## config.mk

```make
export PLATFORM = sky130hd
export DESIGN_NAME = pdc_regs
export DESIGN_NICKNAME = d
export VERILOG_FILES = /design/src/hdl/pdc_pkg.sv /design/src/hdl/pdc_div.sv /design/src/hdl/pdc_regs.sv
export SDC_FILE = /design/constraint.sdc
export NUM_CORES = 1
export LEC_CHECK = 0
export BUFFER_PORTS_ARGS = -buffer_cell sky130_fd_sc_hd__buf_2
export CORE_UTILIZATION = 25
export CTS_CLUSTER_SIZE = 30
export DETAILED_ROUTE_END_ITERATION = 6
export PLACE_DENSITY = 0.5
export SYNTH_ARGS = -nofsm -noshare
export SYNTH_HDL_FRONTEND = slang
export SYNTH_SLANG_ARGS = --single-unit
```

## constraint.sdc

```tcl
create_clock -name ref_clk -period 7.9 [get_ports ref_clk]
set_clock_uncertainty 0.1 [all_clocks]
set_input_delay 0.79 -clock ref_clk [delete_from_list [all_inputs] [get_ports ref_clk]]
set_output_delay 0.79 -clock ref_clk [all_outputs]
set_load 0.03 [all_outputs]
```

## src/hdl/pdc_pkg.sv

```systemverilog
// package for the pll divider configuration register bank
// assumes a single 20 MHz clock domain and word-wide host writes
`default_nettype none
package pdc_pkg;
  // ==========================================================================
  // register addresses on the host word port
  localparam logic [3:0] PDC_ADDR_DIV = 4'hA;
  localparam logic [3:0] PDC_ADDR_CTRL = 4'hB;
  localparam int PDC_REG_W = 28;
  localparam int PDC_DIV_W = 14;
  localparam int PDC_FB_W = 7;
  // ==========================================================================
  // field positions
  localparam int PDC_REF_DIV_LSB = 0;
  localparam int PDC_OSC_DIV_LSB = 14;
  localparam int PDC_FB_COUNT_LSB = 5;
  localparam int PDC_FB_PHASE_LSB = 12;
  localparam int PDC_LOCK_BIT = 26;
  localparam int PDC_STATE_BIT = 27;
  // reset value before the nonvolatile copy lands
  localparam logic [27:0] PDC_RST_WORD = 28'h0000000;
  localparam logic [13:0] PDC_DIV_ONE = 14'h0001;
  localparam logic [13:0] PDC_DIV_TWO = 14'h0002;

  // first register: bit 0 is the reference divider lsb
  typedef struct packed {
    logic [13:0] osc_div;
    logic [13:0] ref_div;
  } pdc_div_t;

  // second register, msb first so bit 0 is the last field
  typedef struct packed {
    logic nvm_state_flag;
    logic nvm_lock_flag;
    logic hold_role;
    logic ref_select_delay;
    logic ref_reshape_ctrl;
    logic diag_feedback_select;
    logic output_source_select;
    logic tree_source_select;
    logic pll_power_off;
    logic [6:0] feedback_phase;
    logic [6:0] feedback_count;
    logic feedback_input_invert;
    logic feedback_clock_type_sel;
    logic feedback_divider_off;
    logic secondary_prescale_half;
    logic primary_prescale_half;
  } pdc_ctrl_t;

  // host write request
  typedef struct packed {
    logic en;
    logic [3:0] addr;
    logic [27:0] data;
  } pdc_wr_t;
endpackage
`default_nettype wire

```

## src/hdl/pdc_div.sv

```systemverilog
// pulse divider: emits one pulse for every div input ticks
// assumes tick is a one-cycle pulse synchronous to ref_clk
`default_nettype none
module pdc_div (
  input wire logic ref_clk,
  input wire logic arst_n,
  input wire logic run,
  input wire logic tick,
  input wire logic [13:0] div,
  output logic pulse
);
  typedef struct packed {
    logic [13:0] cnt;
    logic pulse;
  } pdc_div_st_t;

  pdc_div_st_t st_r;
  pdc_div_st_t st_nxt;

  // a zero setting would fire on every tick, so it counts as divide by one
  function automatic logic [13:0] pdc_eff(input logic [13:0] d);
    pdc_eff = (d == 14'h0000) ? pdc_pkg::PDC_DIV_ONE : d;
  endfunction

  // ==========================================================================
  // counter
  always_comb begin
    st_nxt = st_r;
    st_nxt.pulse = 1'b0;
    if (!run) begin
      st_nxt.cnt = 14'h0000;
    end else if (tick) begin
      if (st_r.cnt + 14'h0001 >= pdc_eff(div)) begin
        st_nxt.cnt = 14'h0000;
        st_nxt.pulse = 1'b1;
      end else begin
        st_nxt.cnt = st_r.cnt + 14'h0001;
      end
    end
  end

  always_ff @(posedge ref_clk or negedge arst_n) begin
    if (!arst_n) begin
      st_r <= '0;
    end else begin
      st_r <= st_nxt;
    end
  end

  assign pulse = st_r.pulse;

  // ==========================================================================
  // checks
  // a counted tick leaves the count below the setting it was counted
  // against; a setting that shrinks later is caught by the wrap compare
  a_div_range: assert property (
    @(posedge ref_clk) disable iff (!arst_n)
    run && tick |=> st_r.cnt < pdc_eff($past(div)))
    else $error("divider count beyond setting");
  a_div_idle: assert property (
    @(posedge ref_clk) disable iff (!arst_n)
    !run |=> !pulse)
    else $error("divider pulsed while stopped");
endmodule
`default_nettype wire

```

## src/hdl/pdc_regs.sv

```systemverilog
// configuration register bank of a pll clock synchronizer, with the
// prescale and divider chains that feed the phase comparator
// assumes the serial front end delivers whole 28-bit words on wr, the
// nonvolatile array presents its image on nvm_word10/11, and all clock
// level and tick inputs are already synchronous to ref_clk
//
// Notes on behaviour
// - reference divider in first register bits 0-13
// - oscillator divider in first register bits 14-27
// - bit 0 halves primary reference first
// - bit 1 halves secondary reference first
// - bit 2 set stops the feedback divider
// - bit 3 picks cmos or cml feedback
// - bit 4 inverts feedback divider input clock
// - feedback count bits 5-11, phase 12-18
// - bit 19 set powers the pll down
// - bit 20 picks tree and feedback source
// - bit 21 picks output clock source
// - bit 22 feeds feedback from secondary reference
// - bit 23 set disables reference reshaping
// - bit 24 picks short or long select delay
// - bit 25 makes shared pin hold or reset
// - bits 26-27 report nonvolatile lock and status
// - copy nonvolatile image at power-up and wake
// - compare divided reference against divided feedback
`default_nettype none
module pdc_regs (
  input wire logic ref_clk,
  input wire logic arst_n,
  input wire pdc_pkg::pdc_wr_t wr,
  input wire logic [3:0] rd_addr,
  output logic [27:0] rd_data,
  input wire logic power_down,
  input wire logic [27:0] nvm_word10,
  input wire logic [27:0] nvm_word11,
  input wire logic nvm_locked,
  input wire logic nvm_status,
  input wire logic ref_sel,
  input wire logic pri_ref_tick,
  input wire logic sec_ref_tick,
  input wire logic primary_oscillator,
  input wire logic aux_clk,
  output pdc_pkg::pdc_div_t cfg_div,
  output pdc_pkg::pdc_ctrl_t cfg_ctrl,
  output logic pfd_up,
  output logic pfd_dn
);
  typedef struct packed {
    pdc_pkg::pdc_div_t div;
    pdc_pkg::pdc_ctrl_t ctrl;
    logic [27:0] rd_data;
    logic load_pend;
    logic pd_q;
    logic tree_q;
    logic up;
    logic dn;
  } pdc_st_t;

  pdc_st_t st_r;
  pdc_st_t st_nxt;

  logic pre_pulse;
  logic ref_pulse;
  logic p_pulse;
  logic fb_pulse;
  logic tree_lvl;
  logic tree_edge;
  logic ref_tick;
  logic fb_in;
  logic [13:0] pre_div;
  logic fb_run;

  // ==========================================================================
  // reference path: pick input, optional halving, then reference divider
  always_comb begin
    ref_tick = ref_sel ? sec_ref_tick : pri_ref_tick;
    if (ref_sel) begin
      pre_div = st_r.ctrl.secondary_prescale_half ? pdc_pkg::PDC_DIV_TWO
                                                  : pdc_pkg::PDC_DIV_ONE;
    end else begin
      pre_div = st_r.ctrl.primary_prescale_half ? pdc_pkg::PDC_DIV_TWO
                                                : pdc_pkg::PDC_DIV_ONE;
    end
  end

  pdc_div u_pre (
    .ref_clk(ref_clk),
    .arst_n(arst_n),
    .run(!st_r.ctrl.pll_power_off),
    .tick(ref_tick),
    .div(pre_div),
    .pulse(pre_pulse)
  );

  pdc_div u_mdiv (
    .ref_clk(ref_clk),
    .arst_n(arst_n),
    .run(!st_r.ctrl.pll_power_off),
    .tick(pre_pulse),
    .div(st_r.div.ref_div),
    .pulse(ref_pulse)
  );

  // ==========================================================================
  // feedback path: tree source, edge polarity, diagnostic tap, p then n
  always_comb begin
    tree_lvl = st_r.ctrl.tree_source_select ? aux_clk
                                            : primary_oscillator;
    // the inverted mode counts on the falling edge of the tree clock
    if (st_r.ctrl.feedback_input_invert) begin
      tree_edge = st_r.tree_q && !tree_lvl;
    end else begin
      tree_edge = !st_r.tree_q && tree_lvl;
    end
    fb_in = st_r.ctrl.diag_feedback_select ? sec_ref_tick : tree_edge;
    fb_run = !st_r.ctrl.feedback_divider_off &&
             !st_r.ctrl.pll_power_off;
  end

  pdc_div u_pdiv (
    .ref_clk(ref_clk),
    .arst_n(arst_n),
    .run(fb_run),
    .tick(fb_in),
    .div({7'h00, st_r.ctrl.feedback_count}),
    .pulse(p_pulse)
  );

  pdc_div u_ndiv (
    .ref_clk(ref_clk),
    .arst_n(arst_n),
    .run(fb_run),
    .tick(p_pulse),
    .div(st_r.div.osc_div),
    .pulse(fb_pulse)
  );

  // ==========================================================================
  // next state: load, host write, status, read mux, phase compare
  always_comb begin
    st_nxt = st_r;
    st_nxt.pd_q = power_down;
    st_nxt.tree_q = tree_lvl;
    // wake from power-down asks for a fresh copy of the image
    if (st_r.pd_q && !power_down) begin
      st_nxt.load_pend = 1'b1;
    end
    if (st_r.load_pend && !power_down) begin
      // the copy wins over a host write landing in the same cycle
      st_nxt.div = pdc_pkg::pdc_div_t'(nvm_word10);
      st_nxt.ctrl = pdc_pkg::pdc_ctrl_t'(nvm_word11);
      st_nxt.load_pend = 1'b0;
    end else if (wr.en && wr.addr == pdc_pkg::PDC_ADDR_DIV) begin
      st_nxt.div = pdc_pkg::pdc_div_t'(wr.data);
    end else if (wr.en && wr.addr == pdc_pkg::PDC_ADDR_CTRL) begin
      // one write sets every control bit at once
      // including the delay and pin-role bits
      st_nxt.ctrl = pdc_pkg::pdc_ctrl_t'(wr.data);
    end
    // status bits always mirror the array; host data there is dropped
    st_nxt.ctrl.nvm_lock_flag = nvm_locked;
    st_nxt.ctrl.nvm_state_flag = nvm_status;
    // unmapped addresses read back as zero
    unique case (rd_addr)
      pdc_pkg::PDC_ADDR_DIV: st_nxt.rd_data = st_r.div;
      pdc_pkg::PDC_ADDR_CTRL: st_nxt.rd_data = st_r.ctrl;
      default: st_nxt.rd_data = pdc_pkg::PDC_RST_WORD;
    endcase
    // classic up/down pair with common clear when both are set
    if (st_r.ctrl.pll_power_off || (st_r.up && st_r.dn)) begin
      st_nxt.up = 1'b0;
      st_nxt.dn = 1'b0;
    end else begin
      st_nxt.up = st_r.up || ref_pulse;
      st_nxt.dn = st_r.dn || fb_pulse;
    end
  end

  // ==========================================================================
  // state register; the copy is pending from reset so it runs on release
  always_ff @(posedge ref_clk or negedge arst_n) begin
    if (!arst_n) begin
      st_r <= '0;
      st_r.load_pend <= 1'b1;
    end else begin
      st_r <= st_nxt;
    end
  end

  assign cfg_div = st_r.div;
  assign cfg_ctrl = st_r.ctrl;
  assign rd_data = st_r.rd_data;
  assign pfd_up = st_r.up;
  assign pfd_dn = st_r.dn;

  // ==========================================================================
  // checks
  // a host word counts only when no image copy takes the same edge
  logic host_div;
  logic host_ctrl;
  assign host_div = wr.en && wr.addr == pdc_pkg::PDC_ADDR_DIV &&
                    !(st_r.load_pend && !power_down);
  assign host_ctrl = wr.en && wr.addr == pdc_pkg::PDC_ADDR_CTRL &&
                     !(st_r.load_pend && !power_down);

  // both divider fields take the host word at their own positions
  a_ref_div_wr: assert property (
    @(posedge ref_clk) disable iff (!arst_n)
    host_div |=> cfg_div.ref_div == $past(wr.data[13:0]))
    else $error("reference divider not written");

  a_osc_div_wr: assert property (
    @(posedge ref_clk) disable iff (!arst_n)
    host_div |=> cfg_div.osc_div == $past(wr.data[27:14]))
    else $error("oscillator divider not written");

  // every writable control field follows the host word
  a_ctrl_fields: assert property (
    @(posedge ref_clk) disable iff (!arst_n)
    host_ctrl |=> cfg_ctrl[25:0] == $past(wr.data[25:0]))
    else $error("control fields not written");

  // the status bits ignore host data and mirror the array
  a_lock_ro: assert property (
    @(posedge ref_clk) disable iff (!arst_n)
    host_ctrl |=> cfg_ctrl.nvm_lock_flag == $past(nvm_locked))
    else $error("lock bit followed host data");

  a_status_bits: assert property (
    @(posedge ref_clk) disable iff (!arst_n)
    1'b1 |=> cfg_ctrl.nvm_state_flag == $past(nvm_status))
    else $error("status bit does not mirror array");

  // leaving standby reloads the image two edges later
  a_wake_copy: assert property (
    @(posedge ref_clk) disable iff (!arst_n)
    $fell(power_down) ##1 !power_down |=> cfg_div == $past(nvm_word10))
    else $error("image not copied on wake");

  // flags clear together, stay quiet in power-down and follow pulses
  a_pfd_clear: assert property (
    @(posedge ref_clk) disable iff (!arst_n)
    pfd_up && pfd_dn |=> !pfd_up && !pfd_dn)
    else $error("phase flags not cleared together");

  a_pd_quiet: assert property (
    @(posedge ref_clk) disable iff (!arst_n)
    cfg_ctrl.pll_power_off [*2] |-> !pfd_up && !pfd_dn)
    else $error("phase flags active while powered down");

  a_up_on_ref: assert property (
    @(posedge ref_clk) disable iff (!arst_n)
    ref_pulse && !cfg_ctrl.pll_power_off && !(pfd_up && pfd_dn) |=> pfd_up)
    else $error("reference pulse did not raise up flag");

  a_dn_on_fb: assert property (
    @(posedge ref_clk) disable iff (!arst_n)
    fb_pulse && !cfg_ctrl.pll_power_off && !(pfd_up && pfd_dn) |=> pfd_dn)
    else $error("feedback pulse did not raise down flag");

  // feedback chain: halted when off, diagnostic tap counts secondary ticks
  a_fb_off: assert property (
    @(posedge ref_clk) disable iff (!arst_n)
    cfg_ctrl.feedback_divider_off [*3] |-> !fb_pulse)
    else $error("feedback pulses while divider off");

  a_diag_tap: assert property (
    @(posedge ref_clk) disable iff (!arst_n)
    cfg_ctrl.diag_feedback_select && fb_run && sec_ref_tick &&
    cfg_ctrl.feedback_count < 7'h02 |=> p_pulse)
    else $error("secondary tick not counted on diagnostic tap");

  // read data answers one edge after the address is sampled
  a_rd_div: assert property (
    @(posedge ref_clk) disable iff (!arst_n)
    rd_addr == pdc_pkg::PDC_ADDR_DIV |=> rd_data == $past(st_r.div))
    else $error("read of first register wrong");

  a_rd_ctrl: assert property (
    @(posedge ref_clk) disable iff (!arst_n)
    rd_addr == pdc_pkg::PDC_ADDR_CTRL |=> rd_data == $past(st_r.ctrl))
    else $error("read of second register wrong");

  // unmapped addresses read as zero so stray reads never alias a register
  a_rd_unmapped: assert property (
    @(posedge ref_clk) disable iff (!arst_n)
    rd_addr != pdc_pkg::PDC_ADDR_DIV && rd_addr != pdc_pkg::PDC_ADDR_CTRL
    |=> rd_data == pdc_pkg::PDC_RST_WORD)
    else $error("unmapped read not zero");

  // main scenarios: control write, wake, both flags, down alone, tap
  c_host_ctrl: cover property (@(posedge ref_clk) disable iff (!arst_n)
    host_ctrl);
  c_wake: cover property (@(posedge ref_clk) disable iff (!arst_n)
    $fell(power_down));
  c_pfd_both: cover property (@(posedge ref_clk) disable iff (!arst_n)
    pfd_up && pfd_dn);
  c_dn_alone: cover property (@(posedge ref_clk) disable iff (!arst_n)
    pfd_dn && !pfd_up);
  c_diag_tap: cover property (@(posedge ref_clk) disable iff (!arst_n)
    cfg_ctrl.diag_feedback_select && p_pulse);
endmodule
`default_nettype wire

```

==> After elaboration in Yosys (flattened, before gate mapping) <==
Cells that the tools add are included.
{ "word_totals": {"output_inout_bits": 86, "register_bits": 149, "wordCells": 112} }
{ "classes": {"reduce_logical": 26, "n_mux": 39, "addsub": 4, "n_eq_ne": 7, "n_lt_le_gt_ge": 4} }
{ "op_table": {"columns": ["cell", "n"], "rows": [
  ["$mux W14", 10],
  ["$mux W28", 3],
  ["$mux W15", 4],
  ["$add A14 B1 Y14 const B", 4],
  ["$ge A14 B14 Y1", 4],
  ["$logic_not A14 Y1", 4],
  ["$mux W56", 1],
  ["$pmux W28 S2", 1],
  ["$eq A4 B4 Y1 const B", 4],
  ["$mux W1", 14],
  ["$mux W2", 5],
  ["$reduce_bool A2 Y1", 5],
  ["$logic_and A1 B1 Y1", 8],
  ["$mux W7", 1],
  ["$ne A2 B2 Y1 const B", 3],
  ["$logic_not A1 Y1", 5],
  ["$logic_or A1 B1 Y1", 3],
  ["$reduce_and A2 Y1", 1]
]} }

==> Logic depth before layout (Yosys ltp) <==
Gate-level depths: netlist of the first run.
{ "depth": {"depth_word": 8, "ltp_mapped": 15} }

==> Modules after synthesis <==
Synthesis of the first run repeated with hierarchy kept, for this count alone.
{ "hier_totals": {"cells_unflattened": 964, "hier_area_um2": 9252.6} }
{ "modules_own_cells": {"columns": ["module", "area_each_um2", "cells_per_inst", "instances"], "rows": [
  ["pdc_regs", 4702.0, 484, 1],
  ["pdc_div (u_mdiv ...)", 1138.6, 121, 3],
  ["pdc_div (u_ndiv)", 1134.8, 117, 1]
]} }

==> Least setup slack after synthesis of the first run <==
Ideal clock, no wire load.
{ "synth_timing": {"path_kind": "reg-to-reg", "startpoint": "reg u_ndiv.st_r[1] (netlist bit)", "endpoint": "reg u_ndiv.st_r[10] (netlist bit)", "path_slack_ns": 4.713, "path_buffers": 2, "arrival_time_ns": 3.005, "path_stages_with_launch": 15, "synth_period_minus_slack_ns": 3.187, "path_cell_list": "dfrtp_1 -> ha_1 -> nand3_1 -> nor2_1 -> nand3_1 -> and2_1 -> or2_2 -> ha_1 -> a211o_1 -> or4_1 -> o22ai_2 -> buf_6 -> buf_8 -> nand2_1 -> a31oi_1"} }
{ "synth_between": {"elab_chain_cells": 5} }
{ "synth_rtl": {"columns": ["item", "line_no", "rtl"], "rows": [
  ["from (decl)", "pdc_div.sv:17", "pdc_div_st_t st_r;"],
  ["from (signal assigned)", "pdc_div.sv:46", "st_r <= st_nxt;"],
  ["$add A14 B1 Y14 *", "pdc_div.sv:33, pdc_div.sv:37", null],
  ["$ge A14 B14 Y1", "pdc_div.sv:33", "if (st_r.cnt + 14'h0001 >= pdc_eff(div)) begin"],
  ["$mux W14 *", "pdc_div.sv:33", null],
  ["$mux W15 *", "pdc_div.sv:32", "end else if (tick) begin"],
  ["$mux W14 *", "pdc_div.sv:30", "if (!run) begin"]
]} }
Every way passes the cells marked *; elsewhere a longest branch is shown, timed or not. The select of a mux whose other input is x is not followed.
A chain may end at the register's enable or synchronous reset.

==> Final worst setup path of the first run <==
{ "layout_timing": {"startpoint": "reg u_mdiv.st_r[1] (netlist bit)", "endpoint": "reg u_mdiv.st_r[13] (netlist bit)"} }
{ "layout_between": {"elab_chain_cells": 5} }
{ "layout_rtl": {"columns": ["item", "line_no"], "rows": [
  ["from (decl)", "pdc_div.sv:17"],
  ["from (signal assigned)", "pdc_div.sv:46"],
  ["$add A14 B1 Y14 *", "pdc_div.sv:33, pdc_div.sv:37"],
  ["$ge A14 B14 Y1", "pdc_div.sv:33"],
  ["$mux W14 *", "pdc_div.sv:33"],
  ["$mux W15 *", "pdc_div.sv:32"],
  ["$mux W14 *", "pdc_div.sv:30"]
]} }
Marked as above.

==> results of run 1 <==
==> area by class of cell <==
| type | instances | area (sq um) | share of cell area [%] |
|---|---|---|---|
| flip-flops and latches | 149 | 3730 | 37.73 |
| repair buffers | 192 | 982.2 | 9.937 |
| multi-input cells | 550 | 3854 | 38.99 |
| well taps | 448 | 560.5 | 5.671 |
| clock buffers | 19 | 442.9 | 4.481 |
| clock inverters | 13 | 168.9 | 1.709 |
| inverters | 39 | 146.4 | 1.481 |
==> worst register-to-register path, stage by stage, from the launching register on <==
cell and delay, ns:
dfrtp_1 0.45, nand4_1 0.13, nor2_1 0.36, nand4_1 0.18, or2_2 0.31, nand2_1 0.08
ha_1 0.25, a21oi_1 0.13, o21ai_0 0.12, a2111oi_0 0.41, a31oi_1 0.29, nor2_1 0.79
a221o_1 0.29
==> kinds of logic (layout without fill, tap and decap cells) <==
logic type | after synthesis | count (layout)
mux | 61 | 61
xor+xnor | 32 | 32
compound gates | 181 | 181
flops | 149 | 149
fa+ha+maj | 41 | 41
buf+inv | 156 | 263
simple gates | 235 | 235
==> placed cells by master, fill, tap and decap left out, types with 7 or more instances in the layout <==
master	count
dfrtp_1	148
o21ai_0	42
clkbuf_16	17
xor2_1	14
and4_1	7
a22o_1	46
nand4_1	17
nor4_1	7
ha_1	41
nand2_1	62
mux2i_1	58
nand3_1	15
a31oi_1	13
and2_1	27
buf_2	185
inv_1	39
a21oi_1	47
xnor2_1	18
nor2_1	62
==> metal layers <==
metal	vias to the layer above	part of all wire [%]	routed length [um]	track usage (%)
met4	2	1.2	291	4.820
met5	-	0.055	13	0
li1	3128	-	-	-
met1	3102	49	11480	19.10
met2	149	46	10810	21.69
met3	16	4.2	984	3.326
==> final timing paths <==
check,startpoint,to,cells after the start
setup / recovery,u_mdiv.st_r[1]$_DFFE_PN0P_,u_mdiv.st_r[13]$_DFFE_PN0P_,12
max in group asynchronous,arst_n,cfg_div[6]$_DFFE_PN0P_,2
min in group ref_clk,st_r[3]$_DFF_PN0_,st_r[4]$_DFFE_PN1P_,2
setup reg to reg,u_mdiv.st_r[1]$_DFFE_PN0P_,u_mdiv.st_r[13]$_DFFE_PN0P_,12
hold / removal,arst_n,rd_data[24]$_DFF_PN0_,1
hold reg to reg,st_r[3]$_DFF_PN0_,st_r[4]$_DFFE_PN1P_,2
==> metrics by stage <==
stage | hold slack (ns) | cell area, sq um | cells | setup slack [ns]
2_1_floorplan | 0.3155 | 8476 | 855 | 4.713
3_3_place_gp | 0.3322 | 9273 | 1378 | 4.005
3_5_place_dp | 0.3265 | 9273 | 1378 | 3.949
4_1_cts | 0.3312 | 9884 | 1410 | 3.952
5_1_grt | 0.3249 | 9884 | 1410 | 3.483
6_report | 0.3368 | 9884 | 1410 | 3.938
==> registers in the layout, summed over array words and instances, names as in the netlist, 3 cells and up <==
register	cells
st_r	3
u_mdiv.st_r	14
u_pre.st_r	14
rd_data	28
cfg_ctrl	28
u_pdiv.st_r	14
u_ndiv.st_r	14
cfg_div	28
==> power by group through the flow <==
stage / clock network (uW) / registers (uW) / logic, uW
2_1_floorplan: 0 / 946 / 559
3_3_place_gp: 0 / 1010 / 638
3_5_place_dp: 0 / 1010 / 644
4_1_cts: 886 / 999 / 645
5_1_grt: 913 / 1010 / 708
6_report: 856 / 996 / 635
==> metrics.md, run 1 <==
| Metric | Value |
|---|---|
| Number of primary I/O pins | `189` |
| Type of element launching the critical path | `flop` |
| Internal | `1575 uW` |
| Required @ worst endpoint | `8.16 ns` |
| Horizontal die dimension | `186.1 um` |
| Starting density of the core | `25.34%` |
| Type of element capturing the critical path | `flop` |
| Post-Syn Area | `0.008476 sq mm` |
| Post-CTS clock slew at the launch and capture registers of the worst setup and hold paths | `0.07 ns` |
| Hold buffers post-CTS | `0` |
| Part of the total power dissipated in sequential elements | `40.0%` |
| Synthesized-area fraction occupied by ao, oa, aoi and oai cells | `14.36%` |
| Final Hold Violating Endpoints | `0` |
| Number of buffer and inverter instances along the worst setup path | `0` |
| Fmax | `252.4 MHz` |
| Commonest cells post-synth | `dfrtp_1 (148), buf_4 (84), nand2_1 (62), nor2_1 (62), mux2i_1 (58)` |
| FF-to-FF setup slack | `3.94 ns` |
| Total power after layout | `2487 uW` |
| Fillcell total | `3499` |
| Result of the run | `completed` |
| Share of synthesized area occupied by flip-flops and latches | `44.01%` |
| Number of post-CTS setup repair buffers | `0` |
| Vias in the first global route | `6145` |
| Number of DRC markers in iteration 0 | `380` |
| Slowest stage cell on the critical path | `nor2_1` |
| Max-cap violation count | `0` |
| Count of antenna diodes in the layout | `0` |
| Adder-cell share of the synthesized area | `6.053%` |
| Share of cells above drive strength 1 | `24.84%` |
| Sw Share | `36.66%` |
| Mean instance size in the synthesized netlist | `9.913 sq um` |
| Dominant cell type by area after synthesis | `dfrtp_1` |
| Cell types occupying the most area after synthesis | `dfrtp_1 (44%), buf_4 (7.4%), mux2i_1 (6.8%)` |
| Root buffer cell | `clkbuf_16` |
| Largest family of logic cells by synthesized area | `compound AO/OA/AOI/OAI gates` |
| Mux cell area share after synthesis | `7.248%` |
| TritonCTS clock tree | `done` |
| Net Count, Synth | `999` |
| Setup repair after global routing missed its margin | `no` |
| Power density over the cells | `251.6 mW/mm^2` |
| Netlist cell types | `59` |
| Cell Chain, Critical Path | `nand4_1, nor2_1, nand4_1, or2_2, nand2_1, ha_1, a21oi_1, o21ai_0, a2111oi_0, a31oi_1, nor2_1, a221o_1` |
| Number of enable-type register cells in the synthesized netlist | `0` |
| Maximum number of pins on one net before global-route repair | `93` |
| Number of remaining DRC errors | `0` |
| Overall routed net length | `23580 um` |
| Worst-path fanout max | `12` |
| Via-per-instance ratio | `4.537` |
| Worst Max-Slew Pin Slew | `1.156 ns` |
| Maximum level of the CTS H-tree | `4` |
| Core region area | `0.03345 sq mm` |
| Height of the die | `186.1 um` |
| Total leakage power | `0.004958 uW` |
| Period Utilization, post-route | `50.16%` |
| Sum Neg Setup Slack | `0 ns` |
| Final cell utilization of the core | `29.55%` |
| Gate Count Post-Synth | `855` |
| Area Growth Syn to Fin | `16.62%` |
| Worst-Skew Late Latency | `0.43 ns` |
| Number of cells upsized or downsized after cts | `0` |
| Synth Register Bits | `149` |
| Power share of the clock group | `34.4%` |
| TritonCTS sink count | `149` |
| Fin. max-slew vios | `0` |
| Number of cell rows | `67` |
| TritonRoute pass-1 iters | `5` |
| Final-report setup violation count | `0` |
| Worst voltage drop across the vdd grid | `0.1512 mV` |
| Yosys warnings | `0` |
| Class of the tightest hold or removal check | `in2async` |
| Leading cell type by number of instances after synthesis | `dfrtp_1` |
| Via count of the routed design | `6397` |
| Clock period minus final worst setup slack | `3.962 ns` |
| First-pass GRT wire length | `35890 um` |
| Top delay family on crit path | `simple AND/OR/NAND/NOR gates` |
| Die area | `0.03464 sq mm` |
| Simple-gate portion of the synthesized area | `14.08%` |
| Final-stage net count | `1093` |
| Quantity of I/O buffers inserted on ports | `186` |
| Fraction of synthesis flops using an asynchronous set or reset pin | `100.0%` |
| Final RePlAce weighted congestion | `0.7742` |
| Number of clock buffers inserted by TritonCTS | `17` |
| Delay of the slowest critical-path stage | `0.79 ns` |
| Sum of overflow across all layers after global routing | `0` |
| Xor/xnor share of the synthesized area | `3.307%` |
| Worst Path Class, Setup | `reg2reg` |
| GR Util All Layers | `14.04%` |
| Clock Path Buffers | `2` |
| Net load switching power | `911.6 uW` |
| Fraction of post-synthesis cell area in the top cell type by area | `43.70%` |
| Detailed-route wire length per cell | `16.73 um` |
| Half-perimeter wire length after placement | `17000 um` |
| Combinational group share of total power | `25.5%` |
| Initial antenna violation count | `1` |
| Detail Route Antenna Nets | `0` |
| Predominant post-synthesis flop cell | `dfrtp_1` |
| Worst relative slew slack | `22.34%` |
| Arrival time of the worst setup path | `4.23 ns` |
(Power assumes the default switching activity.)
==> run 2: changes to the inputs <==
Settings changed: ABC_AREA set to 1, PLACE_DENSITY 0.5 to 0.51.
Clock period 7.9 ns to 3.6 ns, I/O delays scaled along.
==> metrics.md, run 2 <==
| Metric | Value |
|---|---|
| Result of the run | `completed` |
| TritonCTS sink count | `149` |
| TritonCTS clock tree | `done` |
| Horizontal die dimension | `189.4 um` |
| Root buffer cell | `clkbuf_16` |
| Worst flop-to-flop path startpoint | `u_ndiv.st_r[1]$_DFFE_PN0P_` |
| Final-report setup violation count | `0` |
| Synth Register Bits | `149` |
| Leading cell type by number of instances after synthesis | `nand2_1` |
| Dominant cell type by area after synthesis | `dfrtp_1` |
| Type of element launching the critical path | `flop` |
| Overall routed net length | `26130 um` |
| Commonest cells after routing, fill and taps aside | `nand2_1 (257), buf_2 (185), dfrtp_1 (148)` |
| Power share of the clock group | `29.6%` |
| GR Util All Layers | `14.98%` |
| Height of the die | `189.4 um` |
| Number of remaining DRC errors | `0` |
| FF-to-FF setup slack | `0.56 ns` |
| Netlist cell types | `39` |
| Length in cells of the worst reg-to-reg path | `11` |
| Worst-Skew Late Latency | `0.44 ns` |
| Yosys warnings | `0` |
| Fmax | `328.5 MHz` |
| Max-cap violation count | `0` |
| Share of cells above drive strength 1 | `20.87%` |
| Commonest cells post-synth | `nand2_1 (257), dfrtp_1 (148), inv_1 (147)` |
| Share of synthesized area occupied by flip-flops and latches | `42.50%` |
| Launch point of the critical path | `u_ndiv.st_r[1]$_DFFE_PN0P_` |
| Final critical-path setup slack | `0.5562 ns` |
| Total leakage power | `0.005156 uW` |
| Area Growth Syn to Fin | `16.99%` |
| Sum of overflow across all layers after global routing | `0` |
| Sw Share | `41.29%` |
| Number of cells upsized or downsized after cts | `0` |
| Worst Setup EP | `u_ndiv.st_r[5]$_DFFE_PN0P_` |
| Predominant post-synthesis flop cell | `dfrtp_1` |
| Final Hold Violating Endpoints | `0` |
| Fin cells | `1673` |
| Quantity of I/O buffers inserted on ports | `186` |
| Maximum number of pins on one net before global-route repair | `64` |
| Net load switching power | `2551 uW` |
| Worst-path fanout max | `15` |
| Worst Max-Slew Pin Slew | `1.096 ns` |
| Number of primary I/O pins | `189` |
| Via count of the routed design | `7412` |
| Period Utilization, post-route | `84.55%` |
| Via-per-instance ratio | `4.430` |
| Internal | `3626 uW` |
| Worst voltage drop across the vdd grid | `0.3219 mV` |
| Clock period minus final worst setup slack | `3.044 ns` |
| Required @ worst endpoint | `3.79 ns` |
| Cell types occupying the most area after synthesis | `dfrtp_1 (42%), nand2_1 (11%), buf_4 (7.3%)` |
| Half-perimeter wire length after placement | `19550 um` |
| Final RePlAce weighted congestion | `0.8310` |
| Number of DRC markers in iteration 0 | `310` |
| Fin. max-slew vios | `0` |
| Part of the total power dissipated in sequential elements | `35.6%` |
| Die area | `0.03586 sq mm` |
| Starting density of the core | `25.41%` |
| Reg-to-reg endpoint | `u_ndiv.st_r[5]$_DFFE_PN0P_` |
| TritonRoute pass-1 iters | `5` |
| Fraction of post-synthesis cell area in the top cell type by area | `42.20%` |
| Most common cell after layout, fill and taps aside | `nand2_1` |
| First-pass GRT wire length | `40830 um` |
| Detail Route Antenna Nets | `0` |
| Number of cell rows | `68` |
| Core region area | `0.03454 sq mm` |
| Worst Path Class, Setup | `reg2reg` |
| Number of enable-type register cells in the synthesized netlist | `0` |
| Worst relative slew slack | `26.63%` |
| Mean instance size in the synthesized netlist | `7.985 sq um` |
| Arrival time of the worst setup path | `3.23 ns` |
| Pre-CTS setup slack | `0.5892 ns` |
| Post-CTS clock slew at the launch and capture registers of the worst setup and hold paths | `0.07 ns` |
| Fraction of synthesis flops using an asynchronous set or reset pin | `100.0%` |
| Class of the tightest hold or removal check | `in2reg` |
| Type of element capturing the critical path | `flop` |
| Post-Syn Area | `0.008776 sq mm` |
| Post-placement cell count | `1636` |
| Gate Count Post-Synth | `1099` |
| Power density over the cells | `601.6 mW/mm^2` |
| Maximum level of the CTS H-tree | `4` |
| Combinational group share of total power | `34.9%` |
| Detailed-route wire length per cell | `15.62 um` |
| Setup repair after global routing missed its margin | `no` |
| Initial antenna violation count | `0` |
| Final-stage net count | `1348` |
| Vias in the first global route | `7352` |
| Clock Path Buffers | `2` |
| Number of clock buffers inserted by TritonCTS | `17` |
| Sum Neg Setup Slack | `0 ns` |
| Net Count, Synth | `1243` |
==> run 2: changes by cell type in the layout (fill, tap and decap cells not counted), moves of 39 or more <==
cell,delta
a22o_1,-46
inv_1,+108
mux2i_1,-58
nand2_1,+195
nand3_1,+39
nor2_1,+42
==> run 2: critical path, stage by stage (launching register included) <==
cell     delay (ns)
dfrtp_1        0.42
ha_1           0.21
nand2_1        0.07
nor2_1         0.32
nand3_1        0.14
xor2_1         0.18
ha_1           0.28
nand2_1        0.08
nor4_1         0.38
nand2_1        0.09
nand3_1        0.44
o21ai_0        0.18
==> run 2: power by group through the flow <==
stage	Combinational (uW)	Clock, uW	Sequential [uW]
3_5_place_dp	2180	0	2230
4_1_cts	2200	1880	2200
5_1_grt	2400	1960	2240
2_1_floorplan	1810	0	2140
3_3_place_gp	2160	0	2230
6_report	2150	1830	2200
==> run 2: how the worst min path moves through the flow <==
stage | from | end | slack (ns) | depth (start not counted)
floorplan | arst_n | cfg_ctrl[0]$_DFFE_PN0P_ | -0.04 | 0
global placement | arst_n | rd_data[14]$_DFF_PN0_ | 0.32 | 1
detailed placement | arst_n | rd_data[14]$_DFF_PN0_ | 0.32 | 1
CTS | nvm_word11[12] | cfg_ctrl[12]$_DFFE_PN0P_ | 0.01 | 3
global route | nvm_word11[9] | cfg_ctrl[9]$_DFFE_PN0P_ | 0.02 | 3
finish | nvm_word11[12] | cfg_ctrl[12]$_DFFE_PN0P_ | 0.04 | 3
==> run 2: stage by stage <==
step	total power, uW	util, %	hold WS [ns]	cell area [sq um]
2_1_floorplan	3950	-	-0.03559	8776
3_3_place_gp	4386	27.86	0.3200	9624
3_5_place_dp	4415	27.86	0.3181	9624
4_1_cts	6285	29.72	0.01250	10260
5_1_grt	6596	29.72	0.02071	10260
6_report	6177	29.72	0.03696	10270
==> run 2: per-layer routing <==
layer  track usage (%)  up-vias  share of wire, %
met4             4.156        0               1.1
met2             24.94      162                48
li1                  -     3706                 -
met1             19.51     3524                47
met5                 0        -                 0
met3             3.114       20               4.3
==> run 2: cell type report <==
type                    instances  area (sq um)
clock buffers                  19         452.9
inverters                     149         559.3
diodes                          1         2.502
clock inverters                13         147.6
multi-input cells             687          3741
repair buffers                200          1065
fillers                      3800         24280
well taps                     455         569.3
flip-flops and latches        149          3730
==> run 2: kinds of logic after synthesis <==
group,share of synthesized area (%)
buffers and inverters,15.08
XOR/XNOR,3.094
AO/OA/AOI/OAI,10.89
AND/OR/NAND/NOR,22.58
adder cells (fa/ha/maj),5.845
flip-flops,42.50
==> run 2: repair_timing <==
action	in CTS	in global routing
endpoints found under the hold margin	64	0
setup buffers	0	0
hold buffers	4	0
==> run 3: changes to the inputs <==
Clock period 3.6 ns to 2.8 ns, I/O delays scaled along.
==> metrics.md, run 3 (synthesis gave the netlist of run 2 again) <==
| Metric | Value |
|---|---|
| Max-cap violation count | `0` |
| Sum Neg Setup Slack | `0 ns` |
| Maximum level of the CTS H-tree | `4` |
| Total power after layout | `8207 uW` |
| Starting density of the core | `25.41%` |
| Half-perimeter wire length after placement | `20430 um` |
| Core region area | `0.03454 sq mm` |
| Fmax | `388.5 MHz` |
| Post-CTS clock slew at the launch and capture registers of the worst setup and hold paths | `0.06 ns` |
| Height of the die | `189.4 um` |
| Worst relative slew slack | `41.30%` |
| Clock period minus final worst setup slack | `2.574 ns` |
| Final-report setup violation count | `0` |
| Cell Chain, Critical Path | `inv_2, nor3_4, nand2_1, nor2_1, xnor2_1, inv_1, ha_1, nand2_1, o21ai_0, a21oi_1, nand3_1, buf_4, o21ai_0` |
| Instance area after placement | `0.009859 sq mm` |
| Final Hold Violating Endpoints | `0` |
| Number of DRC markers in iteration 0 | `396` |
| Most common cell after layout, fill and taps aside | `nand2_1` |
| Arrival time of the worst setup path | `2.78 ns` |
| Global-route met1 utilization | `20.87%` |
| Clock Path Buffers | `2` |
| Worst Path Class, Setup | `reg2reg` |
| Required @ worst endpoint | `3.01 ns` |
| Worst voltage drop across the vdd grid | `0.4335 mV` |
| Quantity of I/O buffers inserted on ports | `186` |
| Slowest stage cell on the critical path | `dfrtp_1` |
| Number of post-CTS setup repair buffers | `0` |
| Delay of the slowest critical-path stage | `0.44 ns` |
| Most used routing layer in global routing | `met2` |
| Number of remaining DRC errors | `0` |
| Number of clock buffers inserted by TritonCTS | `17` |
| Number of cell rows | `68` |
| Type of element capturing the critical path | `flop` |
| Horizontal die dimension | `189.4 um` |
| Maximum number of pins on one net before global-route repair | `61` |
| Fin cells | `1743` |
| Worst Max-Slew Pin Slew | `0.8772 ns` |
| Worst-Skew Late Latency | `0.43 ns` |
| Class of the tightest hold or removal check | `in2reg` |
| Area Growth Syn to Fin | `25.09%` |
| Commonest cells after routing, fill and taps aside | `nand2_1 (256), buf_2 (185), dfrtp_1 (148)` |
| TritonCTS sink count | `149` |
| Count of antenna diodes in the layout | `0` |
| Die area | `0.03586 sq mm` |
| Fin. max-slew vios | `0` |
| Detailed-route wire length per cell | `15.94 um` |
| Detail Route Antenna Nets | `0` |
| Global routing met3 resource utilization | `2.669%` |
| Total leakage power | `0.005506 uW` |
| Result of the run | `completed` |
| Power density over the cells | `747.6 mW/mm^2` |
| Post-placement cell count | `1664` |
| Root buffer cell | `clkbuf_16` |
| Final critical-path setup slack | `0.2261 ns` |
| Post-route cell area | `0.01098 sq mm` |
| Number of primary I/O pins | `189` |
| Share of cells above drive strength 1 | `22.28%` |
| Via count of the routed design | `7794` |
| First-pass GRT wire length | `43450 um` |
| Final RePlAce weighted congestion | `0.8509` |
| Pre-CTS setup slack | `0.1955 ns` |
| Period Utilization, post-route | `91.93%` |
| Overall routed net length | `27790 um` |
| TritonCTS clock tree | `done` |
| Vias in the first global route | `7845` |
| TritonRoute pass-1 iters | `5` |
| Sum of overflow across all layers after global routing | `0` |
| Via-per-instance ratio | `4.472` |
| Worst-path fanout max | `15` |
| GR Util All Layers | `15.83%` |
| Final-stage net count | `1420` |
| Initial antenna violation count | `0` |
| M2 GR Usage | `26.37%` |
| Type of element launching the critical path | `flop` |
[run 3: final cells by class]
class / instances / area (sq um)
fillers: 3723 / 23570
flip-flops and latches: 149 / 3730
well taps: 455 / 569.3
clock inverters: 11 / 126.4
clock buffers: 20 / 456.7
repair buffers: 272 / 1740
multi-input cells: 687 / 3796
inverters: 149 / 559.3
[run 3: path summary, 6_finish.rpt]
check / slack (ns) / from / end / cells after the start
setup / recovery: 0.23 / u_mdiv.st_r[5]$_DFFE_PN0P_ / u_mdiv.st_r[6]$_DFFE_PN0P_ / 13
hold / removal: 0.02 / nvm_word11[5] / cfg_ctrl[5]$_DFFE_PN0P_ / 3
setup reg to reg: 0.23 / u_mdiv.st_r[5]$_DFFE_PN0P_ / u_mdiv.st_r[6]$_DFFE_PN0P_ / 13
hold reg to reg: 0.38 / u_ndiv.pulse$_DFF_PN0_ / pfd_dn$_DFF_PN0_ / 2
max in group asynchronous: 1.55 / arst_n / st_r[4]$_DFFE_PN1P_ / 3
min in group asynchronous: 0.33 / arst_n / rd_data[15]$_DFF_PN0_ / 2
[run 3: layer usage]
layer | up-vias | wire (um) | part of all wire, %
met2 | 200 | 13210 | 48
met3 | 21 | 1162 | 4.2
met4 | 0 | 464 | 1.7
met5 | - | 0 | 0
li1 | 3843 | - | -
met1 | 3730 | 12960 | 47
[run 3: metrics by stage]
stage	util [%]	hold WS (ns)
CTS	31.62	0.001624
global route	31.78	0.01244
finish	31.78	0.01559
floorplan	-	-0.1156
global placement	28.54	0.2294
detailed placement	28.54	0.2386
[run 3: critical path: cells and delay by family (launching register included)]
kind	cells	cell delay [ns]
AO/OA/AOI/OAI	3	0.43
adder cells (fa/ha/maj)	1	0.30
XOR/XNOR	1	0.14
AND/OR/NAND/NOR	5	0.68
buffers and inverters	3	0.38
flip-flops	1	0.44
[run 3: where the power goes]
group,total (uW),switching (uW),internal [uW]
combinational,3040,2090,949
sequential,2830,315,2520
clock,2340,981,1360
total,8210,3380,4820
[run 3: repair_timing]
item                                    4_1_cts  5_1_grt
gates resized for setup                       0       10
endpoints found under the hold margin       100        0
hold buffers                                 48        0
endpoints found under the setup margin        0       27
